`src/verilog/ivc_defines.svh`:
```
/*
 * Constants for the interrupt vector capture block: word layout and queue sizes.
 * Assumes inclusion by bare name from the package and the design file.
 */
`ifndef IVC_DEFINES_SVH
`define IVC_DEFINES_SVH
`define IVC_VEC_W 16
`define IVC_TS_W 20
`define IVC_WORD_W 36
`define IVC_DEPTH 16
`define IVC_PTR_W 4
`define IVC_CNT_W 5
`define IVC_AFULL_LVL 5'h0c
`define IVC_LOW_HI 3
`define IVC_MID_LO 4
`define IVC_MID_HI 12
`define IVC_ERR_BIT 13
`define IVC_ACT_BIT 14
`define IVC_AF_BIT 15
`define IVC_SUBST_BIT 14
`define IVC_CHAN_LO 12
`define IVC_CHAN_HI 15
`define IVC_CNT_RST 5'h00
`define IVC_PTR_RST 4'h0
`endif

```
`src/verilog/ivc_pkg.sv`:
```
/*
 * Types of the interrupt vector capture block.
 * Assumes ivc_defines.svh is on the include path.
 */
`include "ivc_defines.svh"
package ivc_pkg;
    // Register state of the queue
    typedef struct packed {
        logic [`IVC_PTR_W-1:0] wr_ptr_r;
        logic [`IVC_PTR_W-1:0] rd_ptr_r;
        logic [`IVC_CNT_W-1:0] count_r;
        logic out_valid_r;
        logic [`IVC_WORD_W-1:0] out_data_r;
    } ivc_fifo_state_type;
    // Register state of the capture top
    typedef struct packed {
        logic [3:0] channel_identifier_r;
        logic in_valid_r;
        logic [`IVC_WORD_W-1:0] in_word_r;
        logic dropped_r;
        logic irq_r;
    } ivc_top_state_type;
endpackage

```
`src/verilog/ivc_capture.sv`:
```
/*
 * Interrupt vector capture for one terminal: builds the captured word,
 * queues it with a timestamp in a 16 word FIFO, raises the processor interrupt.
 * Assumes all inputs synchronous to sys_clk; the processor pops by ready/valid.
 */
`timescale 1ns/1ps
`default_nettype none
`include "ivc_defines.svh"
// Behaviour
// - Per-terminal 36-bit queue: vector plus timestamp
// - Interrupt held while queue not empty
// - Transmit cells carry vector, early/late enables
// - Receive cells hold vector storage
// - Bits 4-12 copied from programmed vector
// - Bit 13 mirrors string error status
// - Bit 14 samples string active indicator
// - Bit 15 carries queue almost-full flag
// - Programmed bit 14 selects label extension
// - Substitution reliable only for late vectors
// - Label top four bits are channel identifier

// ****************************************
// Queue module
// ****************************************
module ivc_fifo #(
    parameter int WIDTH = `IVC_WORD_W,
    parameter int DEPTH = `IVC_DEPTH
) (
    input wire logic sys_clk,
    input wire logic rst_n,
    input wire logic in_valid,
    output logic in_ready,
    input wire logic [WIDTH-1:0] in_data,
    output logic out_valid,
    input wire logic out_ready,
    output logic [WIDTH-1:0] out_data,
    output logic almost_full,
    output logic empty
);
    // Storage array, not reset: contents only read once written
    logic [WIDTH-1:0] mem_r [DEPTH];
    ivc_pkg::ivc_fifo_state_type st_r;
    ivc_pkg::ivc_fifo_state_type st_nxt;
    logic push;
    logic pop_mem;
    logic take_out;

    // Output stage refill: empty stage or being drained this cycle
    assign take_out = !st_r.out_valid_r || out_ready;
    assign pop_mem = take_out && (st_r.count_r != `IVC_CNT_RST);
    // Full queue refuses, so no unread entry is overwritten
    assign in_ready = (st_r.count_r != 5'(DEPTH));
    assign push = in_valid && in_ready;
    assign out_valid = st_r.out_valid_r;
    assign out_data = st_r.out_data_r;
    assign almost_full = (st_r.count_r >= `IVC_AFULL_LVL);
    // Empty as of the coming edge: a registered irq then neither lags nor dips
    assign empty = (st_nxt.count_r == `IVC_CNT_RST) && !st_nxt.out_valid_r;

    // Next state of pointers, count and output stage
    always_comb begin
        st_nxt = st_r;
        if (push) begin
            st_nxt.wr_ptr_r = st_r.wr_ptr_r + 4'h1;
        end
        if (pop_mem) begin
            // One entry leaves whole, vector and time together
            st_nxt.rd_ptr_r = st_r.rd_ptr_r + 4'h1;
            st_nxt.out_data_r = mem_r[st_r.rd_ptr_r];
            st_nxt.out_valid_r = 1'b1;
        end else if (take_out) begin
            st_nxt.out_valid_r = 1'b0;
        end
        if (push && !pop_mem) begin
            st_nxt.count_r = st_r.count_r + 5'h01;
        end else if (!push && pop_mem) begin
            st_nxt.count_r = st_r.count_r - 5'h01;
        end
    end

    // State register
    always_ff @(posedge sys_clk or negedge rst_n) begin
        if (!rst_n) begin
            st_r <= '0;
        end else begin
            st_r <= st_nxt;
        end
    end

    // Array write
    always_ff @(posedge sys_clk) begin
        if (push) begin
            mem_r[st_r.wr_ptr_r] <= in_data;
        end
    end

    // ****************************************
    // Checks of the queue
    // ****************************************
    property p_no_push_full;
        @(posedge sys_clk) disable iff (!rst_n)
        (st_r.count_r == 5'(DEPTH)) |-> !in_ready;
    endproperty
    a_no_push_full: assert property (p_no_push_full) else $error("push accepted when full");

    property p_count_up;
        @(posedge sys_clk) disable iff (!rst_n)
        (push && !pop_mem) |=> (st_r.count_r == $past(st_r.count_r) + 5'h01);
    endproperty
    a_count_up: assert property (p_count_up) else $error("count did not rise on push");

    property p_count_down;
        @(posedge sys_clk) disable iff (!rst_n)
        (!push && pop_mem) |=> (st_r.count_r == $past(st_r.count_r) - 5'h01);
    endproperty
    a_count_down: assert property (p_count_down) else $error("count did not fall on pop");

    property p_pop_data;
        @(posedge sys_clk) disable iff (!rst_n)
        (out_valid && !out_ready) |=> (out_valid && $stable(out_data));
    endproperty
    a_pop_data: assert property (p_pop_data) else $error("stalled output changed");

    property p_afull;
        @(posedge sys_clk) disable iff (!rst_n)
        almost_full |-> (st_r.count_r >= 5'h0c);
    endproperty
    a_afull: assert property (p_afull) else $error("almost full without level");

    property p_afull_rise;
        @(posedge sys_clk) disable iff (!rst_n)
        ((st_r.count_r == 5'h0b) && push && !pop_mem) |=> almost_full;
    endproperty
    a_afull_rise: assert property (p_afull_rise) else $error("almost full did not rise");

    c_full: cover property (@(posedge sys_clk) disable iff (!rst_n) !in_ready);
    c_drain: cover property (@(posedge sys_clk) disable iff (!rst_n) out_valid && out_ready);
endmodule

// ****************************************
// Capture top
// ****************************************
module ivc_capture (
    input wire logic sys_clk,
    input wire logic rst_n,
    input wire logic vec_strobe,
    input wire logic [`IVC_VEC_W-1:0] vec_prog,
    input wire logic string_error,
    input wire logic string_active_indicator,
    input wire logic label_strobe,
    input wire logic [15:0] label_value,
    input wire logic [`IVC_TS_W-1:0] timestamp,
    output logic proc_irq,
    output logic proc_valid,
    input wire logic proc_ready,
    output logic [`IVC_WORD_W-1:0] proc_data,
    output logic vec_dropped
);
    ivc_pkg::ivc_top_state_type st_r;
    ivc_pkg::ivc_top_state_type st_nxt;
    logic fifo_ready;
    logic fifo_afull;
    logic fifo_empty;
    logic [`IVC_VEC_W-1:0] vec_word;
    logic vec_take; // Strobe accepted into the input stage

    // Captured word assembly from table vector and live status
    always_comb begin
        vec_word = '0;
        vec_word[`IVC_MID_HI:`IVC_MID_LO] = vec_prog[`IVC_MID_HI:`IVC_MID_LO];
        vec_word[`IVC_ERR_BIT] = string_error;
        vec_word[`IVC_ACT_BIT] = string_active_indicator;
        vec_word[`IVC_AF_BIT] = fifo_afull;
        // Extension is only current after the label arrives: late vectors only
        if (vec_prog[`IVC_SUBST_BIT]) begin
            vec_word[`IVC_LOW_HI:0] = st_r.channel_identifier_r;
        end else begin
            vec_word[`IVC_LOW_HI:0] = vec_prog[`IVC_LOW_HI:0];
        end
    end

    // Next state of top registers
    always_comb begin
        st_nxt = st_r;
        if (label_strobe) begin
            st_nxt.channel_identifier_r = label_value[`IVC_CHAN_HI:`IVC_CHAN_LO];
        end
        // One-stage input register; a stalled entry is held, a new one dropped
        if (st_r.in_valid_r && fifo_ready) begin
            st_nxt.in_valid_r = 1'b0;
        end
        st_nxt.dropped_r = 1'b0;
        if (vec_strobe) begin
            if (!st_r.in_valid_r || fifo_ready) begin
                st_nxt.in_valid_r = 1'b1;
                st_nxt.in_word_r = {vec_word, timestamp};
            end else begin
                st_nxt.dropped_r = 1'b1;
            end
        end
        st_nxt.irq_r = !fifo_empty || st_nxt.in_valid_r;
    end

    // State register
    always_ff @(posedge sys_clk or negedge rst_n) begin
        if (!rst_n) begin
            st_r <= '0;
        end else begin
            st_r <= st_nxt;
        end
    end

    // Vector queue
    ivc_fifo #(.WIDTH(`IVC_WORD_W), .DEPTH(`IVC_DEPTH)) u_fifo (
        .sys_clk(sys_clk),
        .rst_n(rst_n),
        .in_valid(st_r.in_valid_r),
        .in_ready(fifo_ready),
        .in_data(st_r.in_word_r),
        .out_valid(proc_valid),
        .out_ready(proc_ready),
        .out_data(proc_data),
        .almost_full(fifo_afull),
        .empty(fifo_empty)
    );

    assign proc_irq = st_r.irq_r;
    assign vec_dropped = st_r.dropped_r;
    assign vec_take = vec_strobe && (!st_r.in_valid_r || fifo_ready);

    // ****************************************
    // Checks of the capture path
    // ****************************************
    property p_irq_held;
        @(posedge sys_clk) disable iff (!rst_n)
        proc_valid |-> proc_irq;
    endproperty
    a_irq_held: assert property (p_irq_held) else $error("irq low with data queued");

    property p_mid_bits;
        @(posedge sys_clk) disable iff (!rst_n)
        (vec_strobe && !st_r.in_valid_r) |=>
            (st_r.in_word_r[32:24] == $past(vec_prog[12:4]));
    endproperty
    a_mid_bits: assert property (p_mid_bits) else $error("vector bits 4-12 altered");

    property p_low_subst;
        @(posedge sys_clk) disable iff (!rst_n)
        (vec_strobe && !st_r.in_valid_r && vec_prog[14]) |=>
            (st_r.in_word_r[23:20] == $past(st_r.channel_identifier_r));
    endproperty
    a_low_subst: assert property (p_low_subst) else $error("extension not substituted");

    property p_status_bits;
        @(posedge sys_clk) disable iff (!rst_n)
        (vec_strobe && !st_r.in_valid_r) |=>
            (st_r.in_word_r[34:33] == $past({string_active_indicator, string_error}));
    endproperty
    a_status_bits: assert property (p_status_bits) else $error("status bits wrong");

    property p_drop;
        @(posedge sys_clk) disable iff (!rst_n)
        (vec_strobe && st_r.in_valid_r && !fifo_ready) |=> vec_dropped;
    endproperty
    a_drop: assert property (p_drop) else $error("drop not flagged");

    property p_irq_transit;
        @(posedge sys_clk) disable iff (!rst_n)
        (st_r.in_valid_r && fifo_ready) |=> proc_irq;
    endproperty
    a_irq_transit: assert property (p_irq_transit) else $error("irq dipped in transit");

    property p_irq_rise;
        @(posedge sys_clk) disable iff (!rst_n)
        vec_take |=> proc_irq;
    endproperty
    a_irq_rise: assert property (p_irq_rise) else $error("irq not raised by capture");

    property p_time_bits;
        @(posedge sys_clk) disable iff (!rst_n)
        vec_take |=> (st_r.in_word_r[19:0] == $past(timestamp));
    endproperty
    a_time_bits: assert property (p_time_bits) else $error("timestamp not captured");

    property p_keep_low;
        @(posedge sys_clk) disable iff (!rst_n)
        (vec_take && !vec_prog[14]) |=> (st_r.in_word_r[23:20] == $past(vec_prog[3:0]));
    endproperty
    a_keep_low: assert property (p_keep_low) else $error("low vector bits altered");

    property p_af_bit;
        @(posedge sys_clk) disable iff (!rst_n)
        vec_take |=> (st_r.in_word_r[35] == $past(fifo_afull));
    endproperty
    a_af_bit: assert property (p_af_bit) else $error("almost full bit wrong");

    c_capture: cover property (@(posedge sys_clk) disable iff (!rst_n) vec_strobe);
    c_subst: cover property (@(posedge sys_clk) disable iff (!rst_n) vec_strobe && vec_prog[14]);
endmodule
`default_nettype wire

```
`config.mk`:
```
export PLATFORM = sky130hd
export DESIGN_NAME = ivc_capture
export DESIGN_NICKNAME = d
export VERILOG_FILES = /design/src/verilog/ivc_pkg.sv /design/src/verilog/ivc_capture.sv
export VERILOG_INCLUDE_DIRS = /design/src /design/src/verilog
export SDC_FILE = /design/constraint.sdc
export NUM_CORES = 1
export LEC_CHECK = 0
export BUFFER_PORTS_ARGS = -buffer_cell sky130_fd_sc_hd__buf_2
export CELL_PAD_IN_SITES_DETAIL_PLACEMENT = 1
export CELL_PAD_IN_SITES_GLOBAL_PLACEMENT = 1
export CORE_MARGIN = 4
export CORE_UTILIZATION = 58
export DETAILED_ROUTE_END_ITERATION = 6
export PLACE_DENSITY = 0.83
export SETUP_SLACK_MARGIN = 0.05
export SLEW_MARGIN = 25
export SYNTH_ARGS = -nofsm -noshare
export SYNTH_HDL_FRONTEND = slang
export SYNTH_HIERARCHICAL = 1
export SYNTH_SLANG_ARGS = --single-unit
export TNS_END_PERCENT = 5
```
`constraint.sdc`:
```
create_clock -name sys_clk -period 6.8 [get_ports sys_clk]
set_clock_uncertainty 0.05 [all_clocks]
set_input_delay 1.36 -clock sys_clk [delete_from_list [all_inputs] [get_ports sys_clk]]
set_output_delay 1.36 -clock sys_clk [all_outputs]
set_load 0.02 [all_outputs]
```
=== After elaboration in Yosys (flattened, before gate mapping) ===
Memory sizes are Yosys's and may differ from the RTL's. A register that Yosys moved wholly into a read port is not among the register bits.
Cells that the tools add are included.

* Flip-flop bits (word level): 57
* RAM bits: 576
* Input port bits: 59
* Output and inout bits: 39
* Logic and storage cells: 45
* Memories: 1

* Add/subtract/negate cells: 4
* Order comparisons: 1
* Eq/ne operators: 1
* Mux-type cells: 11
* Reduce and logical (&&, ||, !) cells: 18

{| class="wikitable"
|+ Memories
! name !! depth !! bits a word !! rd ports !! clocked after Yosys merged registers in !! write ports !! line !! text
|-
| u_fifo.mem_r || 16 || 36 || 1 || 1 || 1 || ivc_capture.sv:41 || <nowiki>logic [WIDTH-1:0] mem_r [DEPTH];</nowiki>
|}

{| class="wikitable"
|+ Operators with widths
! cell !! count
|-
| $mux W38 || 1
|-
| $mux W37 || 1
|-
| $mux W5 || 2
|-
| $add A4 B1 Y4 const B || 2
|-
| $logic_not A1 Y1 || 7
|-
| $mux W1 || 6
|-
| $add A5 B1 Y5 const B || 1
|-
| $ge A5 B4 Y1 const B || 1
|-
| $logic_and A1 B1 Y1 || 5
|-
| $logic_not A5 Y1 || 1
|-
| $ne A5 B5 Y1 const B || 1
|-
| $reduce_bool A5 Y1 || 1
|-
| $sub A5 B1 Y5 const B || 1
|-
| $mux W4 || 1
|-
| $logic_or A1 B1 Y1 || 3
|-
| $reduce_and A2 Y1 || 1
|}

=== Depth between registers and ports, before layout ===
* Depth in word-level cells: 10
* Depth in mapped cells: 8

=== By module ===
The synthesis kept the hierarchy.

{| class="wikitable"
|+ By module, submodules not included
! module !! times used !! cells each !! area each (sq um) !! seq. area each (sq um)
|-
| ivc_fifo || 1 || 1258 || 24125.6 || 18547.8
|-
| ivc_capture || 1 || 103 || 1809.2 || 1076.0
|}

=== Least setup slack after synthesis ===
OpenSTA, ideal clock, no wires.

* Path type: register -> register
* Start point: reg u_fifo/st_r[37] (netlist name)
* End point: mem u_fifo/mem_r[3][0] (netlist name) (enable)
* Setup time: 474 ps
* Arrival time: 4076 ps
* Required time: 6276 ps
* Path slack: 2200 ps
* Cell stages (with the launch flop): 8
* Buffers on the path: 1
* Period minus slack after synthesis: 4600 ps
* Cells stage by stage: dfrtp_1 inv_1 ha_1 and4bb_2 nor2_1 clkbuf_1 nand2_1 nor3_1

* Word-level cells in the longest chain between the ends: 4

{| class="wikitable"
|+ Ends and longest elaborated chain
! item !! line !! text
|-
| start, declared || ivc_capture.sv:42 || <nowiki>ivc_pkg::ivc_fifo_state_type st_r;</nowiki>
|-
| start signal, assigned || ivc_capture.sv:86 || <nowiki>st_r <= st_nxt;</nowiki>
|-
| $ne A5 B5 Y1 || ivc_capture.sv:52 || <nowiki>assign in_ready = (st_r.count_r != 5'(DEPTH));</nowiki>
|-
| $logic_and A1 B1 Y1 || ivc_capture.sv:53 || <nowiki>assign push = in_valid && in_ready;</nowiki>
|-
| $mux W1 || ivc_capture.sv:92 || <nowiki>if (push) begin</nowiki>
|-
| $mux W1 (implied by the code) || ivc_capture.sv:93 || <nowiki>mem_r[st_r.wr_ptr_r] <= in_data;</nowiki>
|-
| end, declared || ivc_capture.sv:41 ||
|}

Every way passes these cells.

=== Worst setup path after layout ===
* Start point: reg u_fifo/st_r[37] (netlist name)
* End point: mem u_fifo/mem_r[9][4] (netlist name) (enable)

Same word-level chain as after synthesis.

==> impl_results.md <==
- Outcome: finished, final reports clean
- Worst Path Arrival: 3.93 ns
- Met1 Usage GRT: 38.24%
- Final ANT Viol Nets: 0
- Sequential fraction of the synthesis area: 75.67%
- Remaining DRCs: 0
- Largest cells by area after synthesis: edfxtp_1, dfrtp_1, mux4_2, mux2i_1, a22oi_1
- Max H-tree Level: 3
- Seq cells post-synth: 669
- RSZ-0062 raised after global routing: false
- Drt first pass iters: 5
- Slew @ Worst Pin: 1.072 ns
- Post-synth cell types: 48
- Hold_buf cts: 0
- Ys Warns: 6
- Synthesized area: 0.02593 mm2
- Dpl cells: 1957
- Crit. End Element: flop
- FF-to-FF End: u_fifo/mem_r[9][4]$_DFFE_PP_
- Via Count: 13610
- Pin count of the biggest net entering global routing: 94
- Crit path launch type: flop
- Flop-to-flop setup slack: 3.03 ns
- Initial core utilization: 58.65%
- FMAX: 265.4 MHz
- CP max FO: 24
- Layout area overhead: 11.96%
- Site Rows: 77
- Fillers: 3641
- GRT Max-Usage Layer: met2
- Share of layout cells above drive strength 1: 23.22%
- Drt via density: 6.551
- Synth top area share: 66.69%
- Final Setup Violations: 0
- Final hold vios: 0
- Max-cap violations: 0
- GRT Total Usage: 28.64%
- DIE AREA: 0.04816 mm2
- WL final: 66970 um
- Count leader, synth: edfxtp_1
- Global route total overflow: 0
- WL per Instance: 32.23 um
- Max-slew violations: 0
- Number of flops mapped to enable cells by yosys: 576
- Core footprint: 0.04422 mm2
- Chip Width: 219.5 um
- GRT met3 Usage: 4.826%
- First-pass GRT wire length: 99690 um
- Period utilization: 55.41%
- Diodes inserted: 0
- Hold depth: 2
- RePlAce Congestion: 0.7247
- Peak supply drop: 0.3494 mV
- TNS Setup: 0 ns
- Relative slew slack: 27.98%
- Nets: 1501
- CTS tree: done
- Antenna violations before repair: 0
- Crit Path Class: reg -> reg
- Postcts setup bufs: 0
- P per Cell Area: 432.4 mW/mm2
- Leakage: 10.04 nW
- Cts repair resizes: 0
- Largest area contributor in the netlist: edfxtp_1
- WHS Endpoint: u_fifo/out_data[4]$_DFFE_PN0P_
- Max clock buf depth: 3
- Clock-pin slew on the worst setup and hold paths: 0.06 ns
- M2 GR Usage: 48.95%
- RR Startpoint: u_fifo/st_r[37]$_DFF_PN0_
- Vias in the first global route: 15130
- Clock buffer count from CTS: 67
- Clock root buffer: clkbuf_16
- CP required: 6.97 ns
- R2R cell count: 7
- Worst Hold Launch: u_fifo/out_data[4]$_DFFE_PN0P_
- Asr flop ratio synth: 13.90%
- Mapped Nets: 1428
- HPWL Detailed: 34190 um
- Crit path time final: 3.768 ns
- Drt initial violations: 1589
- Syn_area_per_cell: 19.06 um2
- Hold Path Class: reg -> reg
- Die Y: 219.5 um
- Clk_lat worst skew: 0.60 ns
- Clk sinks: 669
- Port bufs: 83
- Synthesized instance count: 1361
- Post-synth top cells: edfxtp_1, mux2i_1, a22oi_1
- Non-Filler Instances: 2078
- Primary FF master, synth: edfxtp_1
- Boundary Pins: 98
## critical path, cell delays in order (launching register included)
cell and delay (ns):
dfrtp_1 0.40, inv_1 0.11, ha_1 0.24, and4bb_2 0.29, nor2_1 0.59, nand2_1 0.43, nor2_4 0.65, buf_4 0.61
## placed cells by master, fill, tap and decap left out, types with 12 or more instances in the layout
master,count
dfrtp_1,91
a22oi_1,108
buf_4,28
clkbuf_16,69
nor2_4,13
edfxtp_1,576
clkinv_1,18
nand3_1,75
mux2_4,30
nand2_1,51
buf_2,82
clkbuf_1,12
mux2i_1,148
mux4_2,72
## state kept, by name, indices dropped and copies added (netlist names)
| signal | count |
|---|---|
| u_fifo/mem_r | 576 |
| vec_dropped | 1 |
| u_fifo/out_valid | 1 |
| st_r | 41 |
| proc_irq | 1 |
| u_fifo/out_data | 36 |
| u_fifo/st_r | 13 |
## metrics by stage
stage                     total power, W  hold slack, ns  utilization [%]  worst slack [ns]  cell area [um2]
after floorplan                 0.007861          0.4002                -             2.200            25930
after global placement          0.008610          0.4054            60.76             3.173            26870
after detailed placement        0.008858          0.4108            60.78             3.061            26880
after CTS                        0.01260          0.4248            65.66             3.031            29030
after global routing             0.01305          0.4646            65.67             2.837            29040
final                            0.01255          0.4164            65.67             3.032            29040
## cells by family after synthesis
| kind of cell | Yosys count | share of synthesized area [%] |
|---|---|---|
| AO/OA/AOI/OAI | 130 | 3.720 |
| XOR/XNOR | 10 | 0.3377 |
| adder cells (fa/ha/maj) | 9 | 0.4246 |
| buffers and inverters | 116 | 2.547 |
| flip-flops | 669 | 75.67 |
| multiplexers | 256 | 13.96 |
| AND/OR/NAND/NOR | 171 | 3.343 |
## power by group
| group | internal [W] | leakage, nW | switching (W) |
|---|---|---|---|
| Combinational | 0.00122 | 2.70 | 0.00189 |
| Clock | 0.00215 | 1.05 | 0.00153 |
| Sequential | 0.00519 | 6.29 | 0.000578 |
## worst max-delay path by stage
stage,from,endpoint,depth (start not counted)
detailed placement,u_fifo/st_r[37]$_DFF_PN0_,u_fifo/mem_r[8][19]$_DFFE_PP_,7
global placement,u_fifo/st_r[37]$_DFF_PN0_,u_fifo/mem_r[8][19]$_DFFE_PP_,7
global route,u_fifo/st_r[37]$_DFF_PN0_,u_fifo/mem_r[8][19]$_DFFE_PP_,7
CTS,u_fifo/st_r[37]$_DFF_PN0_,u_fifo/mem_r[8][19]$_DFFE_PP_,7
floorplan,u_fifo/st_r[37]$_DFF_PN0_,u_fifo/mem_r[3][0]$_DFFE_PP_,7
finish,u_fifo/st_r[37]$_DFF_PN0_,u_fifo/mem_r[9][4]$_DFFE_PP_,7
## layout make-up
type	instances	area (um2)	area share [%]
clock inverters	38	356.6	1.228
repair buffers	112	660.6	2.275
clock buffers	83	1799	6.196
multi-input cells	576	5819	20.04
well taps	592	740.7	2.551
inverters	8	30.03	0.1034
flip-flops and latches	669	19630	67.61
## routing by layer
metal	part of all wire, %	wire (um)
met1	37	25080
met2	52	34700
met3	7.9	5271
met4	2.9	1922
met5	0	0
No activity file was read; power rests on OpenSTA's default activity.
